[src/common/ccs_defines.svh]
`ifndef CCS_DEFINES_SVH
`define CCS_DEFINES_SVH
// register byte offsets
`define CCS_OFF_CLKSEL   12'h000
`define CCS_OFF_OSCEN    12'h004
`define CCS_OFF_XOSC     12'h008
`define CCS_OFF_CAL      12'h00C
`define CCS_OFF_STATUS   12'h010
`define CCS_OFF_CFD      12'h014
`define CCS_OFF_SLEEP    12'h018
`define CCS_OFF_PR       12'h01C
// field positions
`define CCS_SEL_LSB      0
`define CCS_SEL_MSB      2
`define CCS_DIV_LSB      4
`define CCS_DIV_MSB      7
`define CCS_XMODE_LSB    0
`define CCS_XMODE_MSB    1
`define CCS_PLLF_LSB     8
`define CCS_PLLF_MSB     12
`define CCS_PLLREF_LSB   14
`define CCS_PLLREF_MSB   15
`define CCS_FREQUENCY_CALIBRATION_LOOP_LSB     8
`define CCS_FREQUENCY_CALIBRATION_LOOP_MSB     9
`define CCS_CAL_MSB      7
`define CCS_ST_FAIL      8
`define CCS_CFD_EN       0
`define CCS_SLP_EN       0
`define CCS_SLP_MLSB     1
`define CCS_SLP_MMSB     3
// reset values and limits
`define CCS_DIV_MAX      4'h0_B
`define CCS_PLLF_RST     5'h0_1
`define CCS_HALT_CYC     3'h4
`define CCS_LF_DIV       32
`endif

[src/common/ccs_pkg.sv]
package ccs_pkg;
   // system clock sources, index into the source tick vector
   typedef enum logic [2:0] {
      CCS_RC2M, CCS_RC32M, CCS_RC32K, CCS_XOSC, CCS_PLL
   } ccs_src_e;
   // sleep modes as written to the mode field
   typedef enum logic [2:0] {
      CCS_IDLE, CCS_PDOWN, CCS_PSAVE, CCS_STBY, CCS_ESTBY
   } ccs_smode_e;
   typedef enum logic [1:0] {CCS_ST_ACTIVE, CCS_ST_SLEEP, CCS_ST_HALT} ccs_state_e;
   localparam int CCS_NSRC = 5;
endpackage

[src/common/ccs_presc_if.sv]
`timescale 1ns/1ps
interface ccs_presc_if;
   logic       src_tick;
   logic [3:0] div_exp;
   logic       per4_tick;
   logic       per2_tick;
   logic       cpu_tick;
   modport ctrl  (output src_tick, output div_exp, input per4_tick, per2_tick, cpu_tick);
   modport presc (input src_tick, input div_exp, output per4_tick, per2_tick, cpu_tick);
endinterface

[src/logic/ccs_prescaler.sv]
`timescale 1ns/1ps
`include "ccs_defines.svh"
module ccs_prescaler
   import ccs_pkg::*;
(
   // clock and reset
   input wire logic     pclk,
   input wire logic     presetn,
   // tick chain
   ccs_presc_if.presc   pif
);
   logic [10:0] cnt;
   logic [1:0]  fast;
   logic [3:0]  div_q;
   wire  [10:0] limit = 11'((12'h001 << pif.div_exp) - 12'h001);
   wire         stage = pif.src_tick && (cnt >= limit);
   // one shared counter keeps the three ticks phase aligned
   always_ff @(posedge pclk or negedge presetn)
   begin
      if (!presetn)
      begin
         cnt  <= '0;
         fast <= '0;
         div_q <= '0;
         pif.per4_tick <= 1'b0;
         pif.per2_tick <= 1'b0;
         pif.cpu_tick  <= 1'b0;
      end
      else
      begin
         div_q <= pif.div_exp;
         // a ratio change restarts the count, so no short period appears
         if (div_q != pif.div_exp || stage)
            cnt <= '0;
         else if (pif.src_tick)
            cnt <= cnt + 11'h001;
         if (stage)
            fast <= fast + 2'h1;
         pif.per4_tick <= stage;
         pif.per2_tick <= stage && fast[0];
         pif.cpu_tick  <= stage && (&fast);
      end
   end
   property p_fast_phase;
      @(posedge pclk) disable iff (!presetn) pif.cpu_tick |-> pif.per2_tick && pif.per4_tick;
   endproperty
   a_fast_phase: assert property (p_fast_phase) else $error("cpu tick out of phase");
   property p_div_range;
      @(posedge pclk) disable iff (!presetn) pif.per4_tick && $past(pif.per4_tick) |->
         $past(div_q) == '0;
   endproperty
   a_div_range: assert property (p_div_range) else $error("back to back ticks at ratio > 1");
endmodule // ccs_prescaler

[src/logic/ccs_tick_div.sv]
`timescale 1ns/1ps
module ccs_tick_div #(
   parameter int DIV = 32
) (
   // clock and reset
   input  wire logic pclk,
   input  wire logic presetn,
   // ticks
   input  wire logic in_tick,
   output logic      out_tick
);
   logic [$clog2(DIV)-1:0] cnt;
   always_ff @(posedge pclk or negedge presetn)
   begin
      if (!presetn)
      begin
         cnt      <= '0;
         out_tick <= 1'b0;
      end
      else
      begin
         if (in_tick)
            cnt <= (cnt == ($clog2(DIV))'(DIV - 1)) ? '0 : cnt + 1'b1;
         out_tick <= in_tick && (cnt == ($clog2(DIV))'(DIV - 1));
      end
   end
endmodule // ccs_tick_div

[src/logic/ccs_clock_sleep_ctrl.sv]
`timescale 1ns/1ps
`include "ccs_defines.svh"
module ccs_clock_sleep_ctrl
   import ccs_pkg::*;
#(
   parameter int         NPER    = 8,
   parameter logic [7:0] CAL_RST = 8'h80
) (
   // clock and reset
   input  wire logic                pclk,
   input  wire logic                presetn,
   // apb slave
   input  wire logic                psel,
   input  wire logic                penable,
   input  wire logic                pwrite,
   input  wire logic [11:0]         paddr,
   input  wire logic [31:0]         pwdata,
   output logic      [31:0]         prdata,
   output logic                     pready,
   output logic                     pslverr,
   // oscillators
   input  wire logic [CCS_NSRC-1:0] src_tick,
   input  wire logic [CCS_NSRC-1:0] src_ready,
   input  wire logic                xosc_fail,
   input  wire logic                pll_fail,
   input  wire logic                slow_idle_tick,
   input  wire logic                slow_idle_used,
   input  wire logic                rc32k_tick,
   output logic      [CCS_NSRC-1:0] osc_en,
   output logic                     slow_idle_oscillator_en,
   output logic      [1:0]          frequency_calibration_loop_en,
   output logic      [1:0]          xosc_mode,
   output logic      [4:0]          pll_factor,
   output logic      [1:0]          pll_ref,
   output logic      [7:0]          rc32k_cal,
   output logic                     slow_1k_tick,
   output logic                     rc32k_1k_tick,
   // clock enables
   output logic                     cpu_clk_en,
   output logic                     nvm_clk_en,
   output logic      [NPER-1:0]     per_clk_en,
   output logic                     per2_clk_en,
   output logic                     per4_clk_en,
   output logic                     rtc_clk_run,
   output logic                     lcd_clk_run,
   output logic                     nmi,
   // cpu and wake
   input  wire logic                sleep_instr,
   input  wire logic                irq_any,
   input  wire logic                wake_async,
   input  wire logic                wake_rtc,
   input  wire logic                wake_lcd,
   input  wire logic                rtc_en,
   input  wire logic                lcd_en,
   input  wire logic                nvm_busy,
   output logic                     cpu_halt,
   output logic                     wake_pulse
);
   ccs_presc_if pif ();

   logic [2:0]       req_sel;
   ccs_src_e         cur_sel;
   logic [3:0]       div_exp;
   logic [4:0]       oscen;
   logic [1:0]       frequency_calibration_loop;
   logic [7:0]       cal;
   logic             cfd_en;
   logic             fail_flag;
   logic             xfail_q;
   logic             pfail_q;
   logic             sleep_en;
   logic [2:0]       smode;
   logic [NPER-1:0]  pr;
   ccs_state_e       state;
   logic [2:0]       halt_cnt;

   // apb decode
   wire setup    = psel && !penable;
   wire wr_en    = psel && penable && pready && pwrite;
   wire hit_sel  = paddr == `CCS_OFF_CLKSEL;
   wire hit_en   = paddr == `CCS_OFF_OSCEN;
   wire hit_x    = paddr == `CCS_OFF_XOSC;
   wire hit_cal  = paddr == `CCS_OFF_CAL;
   wire hit_st   = paddr == `CCS_OFF_STATUS;
   wire hit_cfd  = paddr == `CCS_OFF_CFD;
   wire hit_slp  = paddr == `CCS_OFF_SLEEP;
   wire hit_pr   = paddr == `CCS_OFF_PR;
   wire mapped   = hit_sel | hit_en | hit_x | hit_cal | hit_st | hit_cfd | hit_slp | hit_pr;
   wire [4:0] wr_pllf   = pwdata[`CCS_PLLF_MSB:`CCS_PLLF_LSB];
   wire [3:0] wr_div    = pwdata[`CCS_DIV_MSB:`CCS_DIV_LSB];
   wire [2:0] wr_sel    = pwdata[`CCS_SEL_MSB:`CCS_SEL_LSB];

   wire [31:0] rd_data =
      hit_sel ? {24'h00_0000, div_exp, 1'b0, req_sel} :
      hit_en  ? {22'h00_0000, frequency_calibration_loop, 3'h0, oscen} :
      hit_x   ? {16'h0000, pll_ref, 1'b0, pll_factor, 6'h00, xosc_mode} :
      hit_cal ? {24'h00_0000, cal} :
      hit_st  ? {16'h0000, 3'h0, fail_flag, 1'b0, cur_sel, 3'h0, src_ready} :
      hit_cfd ? {31'h0000_0000, cfd_en} :
      hit_slp ? {28'h000_0000, smode, sleep_en} :
      hit_pr  ? 32'(pr) : 32'h0000_0000;

   always_ff @(posedge pclk or negedge presetn)
   begin
      if (!presetn)
      begin
         pready  <= 1'b0;
         pslverr <= 1'b0;
         prdata  <= 32'h0000_0000;
      end
      else
      begin
         // answer registered one cycle after setup: zero wait states
         pready  <= setup;
         pslverr <= setup && !mapped;
         if (setup)
            prdata <= pwrite ? 32'h0000_0000 : rd_data;
      end
   end

   // failure monitor
   wire xfail_new = xosc_fail && !xfail_q;
   wire pfail_new = pll_fail && !pfail_q;
   wire fail_hit  = cfd_en && (xfail_new || pfail_new);
   wire sel_ok    = wr_en && hit_sel && (wr_sel <= 3'(CCS_PLL));

   always_ff @(posedge pclk or negedge presetn)
   begin
      if (!presetn)
      begin
         req_sel    <= 3'(CCS_RC2M);
         div_exp    <= 4'h0;
         oscen      <= 5'h00;
         frequency_calibration_loop       <= 2'h0;
         xosc_mode  <= 2'h0;
         pll_factor <= `CCS_PLLF_RST;
         pll_ref    <= 2'h0;
         cal        <= CAL_RST;
         cfd_en     <= 1'b0;
         sleep_en   <= 1'b0;
         smode      <= 3'(CCS_IDLE);
         pr         <= '0;
      end
      else
      begin
         if (fail_hit)
            req_sel <= 3'(CCS_RC2M);
         else if (sel_ok)
            req_sel <= wr_sel;
         if (wr_en && hit_sel)
            div_exp <= (wr_div > `CCS_DIV_MAX) ? `CCS_DIV_MAX : wr_div;
         if (wr_en && hit_en)
         begin
            oscen <= pwdata[CCS_NSRC-1:0];
            frequency_calibration_loop  <= pwdata[`CCS_FREQUENCY_CALIBRATION_LOOP_MSB:`CCS_FREQUENCY_CALIBRATION_LOOP_LSB];
         end
         if (wr_en && hit_x)
         begin
            xosc_mode <= pwdata[`CCS_XMODE_MSB:`CCS_XMODE_LSB];
            pll_ref   <= pwdata[`CCS_PLLREF_MSB:`CCS_PLLREF_LSB];
            if (wr_pllf != 5'h00)
               pll_factor <= wr_pllf;
         end
         if (wr_en && hit_cal)
            cal <= pwdata[`CCS_CAL_MSB:0];
         if (wr_en && hit_cfd)
            cfd_en <= pwdata[`CCS_CFD_EN];
         if (wr_en && hit_slp)
         begin
            sleep_en <= pwdata[`CCS_SLP_EN];
            smode    <= pwdata[`CCS_SLP_MMSB:`CCS_SLP_MLSB];
         end
         if (wr_en && hit_pr)
            pr <= pwdata[NPER-1:0];
      end
   end

   // switch only once the new source is ready, on a prescaler boundary
   always_ff @(posedge pclk or negedge presetn)
   begin
      if (!presetn)
      begin
         cur_sel   <= CCS_RC2M;
         fail_flag <= 1'b0;
         xfail_q   <= 1'b0;
         pfail_q   <= 1'b0;
         nmi       <= 1'b0;
      end
      else
      begin
         xfail_q <= xosc_fail;
         pfail_q <= pll_fail;
         // fail switches at once and raises nmi
         if (fail_hit)
            cur_sel <= CCS_RC2M;
         else if (req_sel != 3'(cur_sel) && src_ready[req_sel] && pif.per4_tick)
            cur_sel <= ccs_src_e'(req_sel);
         nmi <= fail_hit;
         // set wins over a write-one clear
         if (fail_hit)
            fail_flag <= 1'b1;
         else if (wr_en && hit_st && pwdata[`CCS_ST_FAIL])
            fail_flag <= 1'b0;
      end
   end

   assign pif.src_tick = src_tick[cur_sel];
   assign pif.div_exp  = div_exp;
   ccs_prescaler u_presc (
      .pclk    (pclk),
      .presetn (presetn),
      .pif     (pif)
   );

   ccs_tick_div #(.DIV(`CCS_LF_DIV)) u_slow_div (
      .pclk     (pclk),
      .presetn  (presetn),
      .in_tick  (slow_idle_tick),
      .out_tick (slow_1k_tick)
   );
   ccs_tick_div #(.DIV(`CCS_LF_DIV)) u_rc32k_div (
      .pclk     (pclk),
      .presetn  (presetn),
      .in_tick  (rc32k_tick),
      .out_tick (rc32k_1k_tick)
   );

   // sleep mode decode
   wire in_sleep  = state == CCS_ST_SLEEP;
   wire m_idle    = smode == 3'(CCS_IDLE);
   wire m_psave   = smode == 3'(CCS_PSAVE);
   wire m_stby    = smode == 3'(CCS_STBY);
   wire m_estby   = smode == 3'(CCS_ESTBY);
   wire mode_ok   = smode <= 3'(CCS_ESTBY);
   // rtc and display live on in save modes
   wire rtc_keep  = (m_psave || m_estby) && rtc_en;
   wire lcd_keep  = (m_psave || m_estby) && lcd_en;
   wire wake_hit  = m_idle ? irq_any :
                    (wake_async || (rtc_keep && wake_rtc) || (lcd_keep && wake_lcd));
   wire src_keep  = !in_sleep || m_idle || m_stby || m_estby;
   wire per_run   = !in_sleep || m_idle;
   wire cpu_run   = state == CCS_ST_ACTIVE;
   // entry only from active with enable set
   wire enter     = cpu_run && sleep_instr && sleep_en && mode_ok;

   always_ff @(posedge pclk or negedge presetn)
   begin
      // async reset leaves sleep for the reset vector
      if (!presetn)
      begin
         state    <= CCS_ST_ACTIVE;
         halt_cnt <= 3'h0;
      end
      else
      begin
         case (state)
            CCS_ST_ACTIVE:
               if (enter)
                  state <= CCS_ST_SLEEP;
            CCS_ST_SLEEP:
               if (wake_hit)
               begin
                  state    <= CCS_ST_HALT;
                  halt_cnt <= `CCS_HALT_CYC - 3'h1;
               end
            CCS_ST_HALT:
               if (halt_cnt == 3'h0)
                  state <= CCS_ST_ACTIVE;
               else
                  halt_cnt <= halt_cnt - 3'h1;
            default:
               state <= CCS_ST_ACTIVE;
         endcase
      end
   end

   always_ff @(posedge pclk or negedge presetn)
   begin
      if (!presetn)
      begin
         osc_en                        <= '0;
         slow_idle_oscillator_en       <= 1'b0;
         frequency_calibration_loop_en <= 2'h0;
         rc32k_cal                     <= CAL_RST;
         cpu_clk_en                    <= 1'b0;
         nvm_clk_en                    <= 1'b0;
         per_clk_en                    <= '0;
         per2_clk_en                   <= 1'b0;
         per4_clk_en                   <= 1'b0;
         rtc_clk_run                   <= 1'b0;
         lcd_clk_run                   <= 1'b0;
         cpu_halt                      <= 1'b0;
         wake_pulse                    <= 1'b0;
      end
      else
      begin
         // outside power-down and power-save sleep: selected source kept on, others only if enabled
         osc_en <= src_keep ? (oscen | (CCS_NSRC'(1) << cur_sel)) : '0;
         slow_idle_oscillator_en       <= slow_idle_used;
         frequency_calibration_loop_en <= src_keep ? frequency_calibration_loop : 2'h0;
         rc32k_cal                     <= cal;
         cpu_clk_en  <= cpu_run && pif.cpu_tick;
         // in idle, standby and extended standby sleep and in the wake halt, ongoing programming finishes before nvm clock stops
         nvm_clk_en  <= (cpu_run || nvm_busy) && pif.cpu_tick;
         per_clk_en  <= {NPER{per_run && pif.cpu_tick}} & ~pr;
         per2_clk_en <= per_run && pif.per2_tick;
         per4_clk_en <= per_run && pif.per4_tick;
         rtc_clk_run <= !in_sleep || m_idle || rtc_keep;
         lcd_clk_run <= !in_sleep || m_idle || lcd_keep;
         // handler order left to the interrupt controller
         cpu_halt    <= in_sleep || (state == CCS_ST_HALT && halt_cnt != 3'h0);
         wake_pulse  <= in_sleep && wake_hit;
      end
   end

   property p_fail_switch;
      @(posedge pclk) disable iff (!presetn) fail_hit |=> cur_sel == CCS_RC2M && nmi && fail_flag;
   endproperty
   a_fail_switch: assert property (p_fail_switch) else $error("no fallback on failure");
   property p_halt4;
      @(posedge pclk) disable iff (!presetn)
         in_sleep && wake_hit |=> (state == CCS_ST_HALT)[*4] ##1 state == CCS_ST_ACTIVE;
   endproperty
   a_halt4: assert property (p_halt4) else $error("wake halt not four cycles");
   property p_sleep_gate;
      @(posedge pclk) disable iff (!presetn) cpu_run && !sleep_en |=> state != CCS_ST_SLEEP;
   endproperty
   a_sleep_gate: assert property (p_sleep_gate) else $error("sleep without enable");
   property p_pll_range;
      @(posedge pclk) disable iff (!presetn) wr_en && hit_x && wr_pllf == 5'h00 |=>
         pll_factor == $past(pll_factor) && pll_factor != 5'h00;
   endproperty
   a_pll_range: assert property (p_pll_range) else $error("pll factor zero accepted");
   property p_pdown_wake;
      @(posedge pclk) disable iff (!presetn)
         in_sleep && smode == 3'(CCS_PDOWN) && !wake_async |=> state == CCS_ST_SLEEP;
   endproperty
   a_pdown_wake: assert property (p_pdown_wake) else $error("bad power-down wake");
   property p_pr_freeze;
      @(posedge pclk) disable iff (!presetn) pr[0] && $past(pr[0]) |-> !per_clk_en[0];
   endproperty
   a_pr_freeze: assert property (p_pr_freeze) else $error("gated peripheral clocked");
   property p_src_ready;
      @(posedge pclk) disable iff (!presetn)
         cur_sel != $past(cur_sel) && !$past(fail_hit) |->
         |($past(src_ready) & (CCS_NSRC'(1) << cur_sel));
   endproperty
   a_src_ready: assert property (p_src_ready) else $error("switched to unready source");
   property p_idle_run;
      @(posedge pclk) disable iff (!presetn) in_sleep && m_idle && pif.per4_tick |=>
         per4_clk_en && !cpu_clk_en;
   endproperty
   a_idle_run: assert property (p_idle_run) else $error("idle clock gating wrong");
endmodule // ccs_clock_sleep_ctrl

[config.mk]
export PLATFORM = sky130hd
export DESIGN_NAME = ccs_clock_sleep_ctrl
export DESIGN_NICKNAME = d
export VERILOG_FILES = /design/src/common/ccs_pkg.sv /design/src/common/ccs_presc_if.sv /design/src/logic/ccs_prescaler.sv /design/src/logic/ccs_tick_div.sv /design/src/logic/ccs_clock_sleep_ctrl.sv
export VERILOG_INCLUDE_DIRS = /design/src /design/src/common
export SDC_FILE = /design/constraint.sdc
export NUM_CORES = 1
export LEC_CHECK = 0
export CAP_MARGIN = 20
export CORE_MARGIN = 2
export CORE_UTILIZATION = 58
export DETAILED_ROUTE_END_ITERATION = 12
export DONT_BUFFER_PORTS = 1
export PLACE_DENSITY = 0.74
export SLEW_MARGIN = 20
export SYNTH_ARGS = -nofsm -noshare
export SYNTH_HDL_FRONTEND = slang
export SYNTH_SLANG_ARGS = --single-unit
[constraint.sdc]
create_clock -name pclk -period 3.55 [get_ports pclk]
set_input_delay 0.71 -clock pclk [delete_from_list [all_inputs] [get_ports pclk]]
set_output_delay 0.71 -clock pclk [all_outputs]
set_load 0.01 [all_outputs]
# --- Word level (Yosys, flattened, before mapping) ---
# Cells that the tools add are included.
totals:
  reg_bits: 154
  inputBits: 72
classes:
  add_sub_neg: 6
  n_lt_le_gt_ge: 6
  n_eq_ne: 20
  n_shift: 2
  n_mux: 34
  n_bitwise: 10
  reduce_logical: 71
op_table:
  columns: ["cell", "count"]
  rows:
  - ["2-to-1 mux 16 bit", 4]
  - ["equality test 12 x 5 -> 1 bit (second input constant)", 4]
  - ["logical AND 1 bit", 39]
  - ["2-to-1 mux 13 bit", 2]
  - ["equality test 12 x 4 -> 1 bit (second input constant)", 2]
  - ["2-to-1 mux 8 bit", 3]
  - ["2-to-1 mux 11 bit", 2]
  - ["2-to-1 mux 3 bit", 6]
  - ["2-to-1 mux 5 bit", 3]
  - ["equality test 12 x 3 -> 1 bit (second input constant)", 1]
  - ["logical NOT 12 bit", 1]
  - ["logical OR 1 bit", 12]
  - ["adder 11 x 1 -> 11 bit (second input constant)", 1]
  - ["greater-or-equal comparator 11 bit", 1]
  - ["<< shifter 1 x 4 -> 11 bit (first input constant)", 1]
  - ["subtractor 11 x 1 -> 11 bit (second input constant)", 1]
  - ["adder 5 x 1 -> 5 bit (second input constant)", 2]
  - ["equality test 5 bit (second input constant)", 2]
  - ["nonzero test 2 bit", 5]
  - ["bitwise AND 8 bit", 1]
  - ["less-than comparator 3 x 4 -> 1 bit (second input constant)", 2]
  - ["2-to-1 mux 2 bit", 4]
  - ["NOT 8 bit", 1]
  - ["bitwise OR 1 bit", 7]
  - ["26 further kinds", 42]

# --- Longest topological paths before layout ---
depth:
  depth_word: 10
  mapped_depth: 17

# --- Cells and area by module ---
# A second synthesis with hierarchy kept.
unflattened:
  hier_cells: 614
  hier_area_um2: 6688.9
modules_own_cells:
  columns: ["mod", "n_inst", "cells_each", "area_each_um2", "seq_area_each_um2"]
  rows:
  - ["ccs_clock_sleep_ctrl", 1, 417, 4769.6, 2631.3]
  - ["ccs_prescaler", 1, 151, 1333.8, 500.5]
  - ["ccs_tick_div", 2, 23, 292.8, 150.1]

# --- Least setup slack after synthesis ---
# No wires, ideal clock.
synth_path:
  path_kind: "register -> register"
  startpoint: "register div_exp[1]"
  endpoint: "register u_presc.fast[1]"
  arrival_ns: 3.170
  t_required_ns: 3.425
  path_slack_ns: 0.255
  stages_incl_launch_ff: 17
  n_path_buf: 2
  path_cell_list: "dfrtp_1 > clkbuf_1 > nor3_1 > nand2_1 > ha_1 > clkbuf_1 > nor2_1 > nand2_1 > a21oi_1 > a31oi_1 > ha_1 > a21oi_1 > nor2_1 > a2111oi_0 > a21oi_1 > and2_1 > mux2_2"
synth_via:
  elab_chain_cells: 4
synth_lines:
  columns: ["item", "line", "rtl"]
  rows:
  - ["start: declaration", "ccs_clock_sleep_ctrl.sv:63", "logic [3:0] div_exp;"]
  - ["start signal: assignment", "ccs_clock_sleep_ctrl.sv:151", "div_exp <= (wr_div > `CCS_DIV_MAX) ? `CCS_DIV_MAX : wr_div;"]
  - ["<< shifter 1 x 4 -> 11 bit", "ccs_prescaler.sv:15", "wire [10:0] limit = 11'((12'h001 << pif.div_exp) - 12'h001);"]
  - ["subtractor 11 x 1 -> 11 bit", "ccs_prescaler.sv:15", null]
  - ["greater-or-equal comparator 11 bit", "ccs_prescaler.sv:16", "wire stage = pif.src_tick && (cnt >= limit);"]
  - ["logical AND 1 bit", "ccs_prescaler.sv:16", null]
  - ["via u_presc.stage", "ccs_prescaler.sv:16", null]
  - ["end signal: assignment", "ccs_prescaler.sv:38", "fast <= fast + 2'h1;"]
  - ["end: declaration", "ccs_prescaler.sv:13", "logic [1:0] fast;"]
# The timed path passes the listed nets, and every way through them passes these cells.
# A chain may end at the register's enable or synchronous reset.

# --- Worst setup path after layout ---
# Same ends and word-level chain as after synthesis.

==> out/qor_table.md <==
| Quantity | Value | Unit |
| --- | --- | --- |
| Startpoint Class | register | - |
| Max Cap Violations | 0 | - |
| Primary flip-flop cell chosen by synthesis mapping | sky130_fd_sc_hd__dfrtp_1 | - |
| Largest net degree at the start of global routing | 138 | - |
| Die Outline Area | 12,100 | um^2 |
| Signal arrival time at the worst endpoint | 3.58 | ns |
| Master of the slowest instance on the critical path | sky130_fd_sc_hd__dfrtp_1 | - |
| Buffers & Inverters on Critical Path | 0 | - |
| Netlist area before placement | 6530 | um^2 |
| DRT met1 WL | 5.96 | mm |
| CP top delay family | compound AO/OA/AOI/OAI gates | - |
| Final Hold Viols | 72 | - |
| Post-detailed-placement half-perimeter wirelength | 10.1 | mm |
| I/O pin count | 150 | - |
| Final clock period utilization by the worst path | 92.0 | % |
| Starting DRT DRC Count | 289 | - |
| Time the worst path needs with I/O delays and setup | 3.27 | ns |
| Synthesis-to-finish area growth | 9.40 | % |
| Commonest cells in the synthesized netlist | sky130_fd_sc_hd__dfrtp_1, sky130_fd_sc_hd__nand2_1, sky130_fd_sc_hd__nor2_1, sky130_fd_sc_hd__mux2_2, sky130_fd_sc_hd__o21ai_0 | - |
| Share of cells above drive strength 1 | 14.6 | % |
| Starting utilization of the core area | 59.7 | % |
| RSZ-0062 raised after global routing | no | - |
| Number of flops mapped to enable cells by yosys | 0 | - |
| Vias per cell | 6.09 | - |
| Share of power burned in the clock network | 45.9 | % |
| Antenna violations before repair | 0 | - |
| Least-Margin Pin Slew | 0.814 | ns |
| Overflow after GRT | 0 | - |
| Met2 wire length | 7.11 | mm |
| Wire per inst | 19.0 | um |
| Leading post-synthesis cells by cell area | sky130_fd_sc_hd__dfrtp_1, sky130_fd_sc_hd__mux2_2, sky130_fd_sc_hd__ha_1, sky130_fd_sc_hd__nand2_1, sky130_fd_sc_hd__o21ai_0 | - |
| Average cell area after synthesis | 10.7 | um^2 |
| Max Buffers Root-to-Sink | 2 | - |
| Data required time of the critical path | 3.86 | ns |
| Vias post-DR | 4,644 | - |
| Sequential area share after synthesis | 52.5 | % |
| Clock slew at reported path FFs | 0.06 | ns |
| Violated checks | negative hold slack | - |
| Final worst hold slack | -0.0218 | ns |
| Final count of negative-setup-slack endpoints | 0 | - |
| Number of levels the H-tree was split into | 4 | - |
| Overall fraction of global-route tracks in use | 25.3 | % |
| Critical path cell sequence | nor3_1 -> nand2_1 -> ha_2 -> nor3_1 -> a21oi_1 -> o21a_1 -> ha_1 -> a211o_1 -> a2111oi_1 -> a21oi_1 -> and2_1 -> mux2_2 | - |
| Internal Pwr Total | 2.87 | mW |
| Cell area after layout | 7150 | um^2 |
| Post-CTS setup repair buffer count | 0 | - |
| Top layer reached by signal wires | met4 | - |
| Antenna Diode Count | 0 | - |
| Highest fanout seen on the critical path | 13 | - |
| Power, Total | 3.72 | mW |
| Net count of the finished layout | 701 | - |
| Cell area power density | 521 | nW/um^2 |
| Leak pwr | 3.46 | nW |
| Synthesis warning total | 0 | - |
| Die W | 110 | um |
| Number of core rows | 38 | - |
| Clock skew after layout | 0.00782 | ns |
| Post-synthesis cell count | 613 | - |
| Status | complete, but fails checks | - |
| Number of buffers inserted during clock tree synthesis | 17 | - |
| Switching share of power | 23.0 | % |
| Core outline area | 10,900 | um^2 |
| Switching Power | 0.856 | mW |
| Distinct cell type count of the synthesized netlist | 62 | - |
| Count of pins over their slew limit | 0 | - |
| Critical path's largest stage delay | 0.37 | ns |
| Port Buf Inserts | 0 | - |
| Maximum frequency from static timing analysis | 306 | MHz |
| CP endpoint kind | register | - |
| Utilization after layout | 65.4 | % |
| Combinational share of power | 7.3 | % |
| Wire length on met3 | 1.18 | mm |
| Number of sinks driven by the clock tree | 137 | - |
| Max-slew headroom | 45.4 | % |
| Clock latency on the worst-skew pair | 0.42 | ns |
| Clock tree from TritonCTS | done | - |
| Length of the first detailed-routing pass in iterations | 5 | - |
| Setup TNS | 0 | ns |
| Height of the die | 110 | um |
| CTS Root Cell | sky130_fd_sc_hd__clkbuf_16 | - |
| Post-detailed-route count of antenna-violating nets | 0 | - |
| Area after detailed placement | 6570 | um^2 |
| Area share of the leading cell type in the synthesized netlist | 51.3 | % |
| Wire length after detailed routing | 14.5 | mm |
| CP Class | register to register | - |
| Global-route wire length before repair | 23.0 | mm |
| DRC | 0 | - |
| Count leader, synth | sky130_fd_sc_hd__dfrtp_1 | - |
| Final weighted congestion of routability-driven global placement | 0.904 | - |
| Biggest area consumer among synthesized cells | sky130_fd_sc_hd__dfrtp_1 | - |
| Async S/R FF share, synth | 100 | % |
| Via count of the first global-routing pass | 4,592 | - |
| Number of storage elements in the synthesis netlist | 137 | - |
| Type of the tightest min-delay check | input port to async pin | - |
| Share of power burned in registers | 46.9 | % |
| VDD IR max | 0.000578 | V |
worst reg2reg max path: cells and delay by family, from the launching register on:
family / cells / cell delay [ns]
and+or+nand+nor: 4 / 0.90
AOI/OAI and AO/OA: 5 / 1.02
muxes: 1 / 0.28
adders and majority gates: 2 / 0.58
DFF: 1 / 0.37
area by class of cell:
cell class                 count  area, um^2
sequential                   137        3430
clock buffer                  24         482
fill                         821        3790
timing repair buffer           5        37.5
inverter                      23        86.3
clock inverter                 8        95.1
tap                          140         175
multi-input combinational    425        2840
metal layers:
layer,vias to the layer above,global-route usage (%)
met5,-,0
met4,0,10.0
met3,24,8.99
met2,172,40.2
met1,2320,31.9
li1,2128,-
what timing repair did:
item / in CTS / in global routing
resized for setup: 0 / 2
hold endpoints to repair: 134 / 134
endpoints found under the setup margin: 0 / 12
placed cells by master (no fill, tap or decap), types with 15 or more instances in the layout:
cell / count
sky130_fd_sc_hd__a21oi_1: 31
sky130_fd_sc_hd__clkbuf_16: 17
sky130_fd_sc_hd__conb_1: 17
sky130_fd_sc_hd__dfrtp_1: 134
sky130_fd_sc_hd__ha_1: 19
sky130_fd_sc_hd__inv_1: 23
sky130_fd_sc_hd__mux2_2: 41
sky130_fd_sc_hd__nand2_1: 56
sky130_fd_sc_hd__nor2_1: 45
sky130_fd_sc_hd__nor3_1: 15
sky130_fd_sc_hd__o21ai_0: 36
state kept, by name (all words and copies together), names as in the netlist, 2 cells and up:
name / cells
frequency_calibration_loop_en: 2
div_exp: 4
pll_factor: 5
u_rc32k_div.cnt: 5
oscen: 5
rc32k_cal: 8
u_slow_div.cnt: 5
cur_sel: 3
halt_cnt: 3
req_sel: 3
pr: 8
xosc_mode: 2
u_presc.div_q: 4
osc_en: 5
prdata: 15
frequency_calibration_loop: 2
state: 2
u_presc.fast: 2
cal: 8
smode: 3
pll_ref: 2
u_presc.cnt: 11
per_clk_en: 8
stage by stage:
stage	setup WS, ns	cells
6_report	0.282	762
5_1_grt	0.0208	762
4_1_cts	0.136	762
3_5_place_dp	0.187	730
3_3_place_gp	0.202	730
2_1_floorplan	0.255	629
final timing paths:
kind	cells after the start	startpoint	end	slack [ns]
max	12	div_exp[1]	u_presc.fast[1]	0.28
min	0	presetn	u_slow_div.out_tick	-0.02
max reg2reg	12	div_exp[1]	u_presc.fast[1]	0.28
min reg2reg	0	cal[7]	rc32k_cal[7]	0.37
max in group asynchronous	0	presetn	cal[7]	3.31
min in group pclk	0	slow_idle_used	slow_idle_oscillator_en	0.31
power by group through the flow:
stage / registers, mW / logic (mW) / clock network [mW]
global placement: 1.76 / 0.248 / 0
floorplan: 1.74 / 0.246 / 0
detailed placement: 1.77 / 0.270 / 0
global route: 1.75 / 0.318 / 1.81
CTS: 1.74 / 0.272 / 1.73
finish: 1.74 / 0.270 / 1.71
kinds of logic (layout without fill, tap and decap cells):
group                      count (synthesis)  in the layout  share of synthesized area, %
muxes                                     49             49                          8.48
other                                      1             17                        0.0574
AOI/OAI and AO/OA                        125            125                          12.0
xor gates and xnor gates                  16             16                          2.14
DFF                                      137            137                          52.5
buffers and inverters                     67             60                          4.98
and+or+nand+nor                          196            196                          15.7
adders and majority gates                 22             22                          4.14
(Power assumes the default switching activity.)
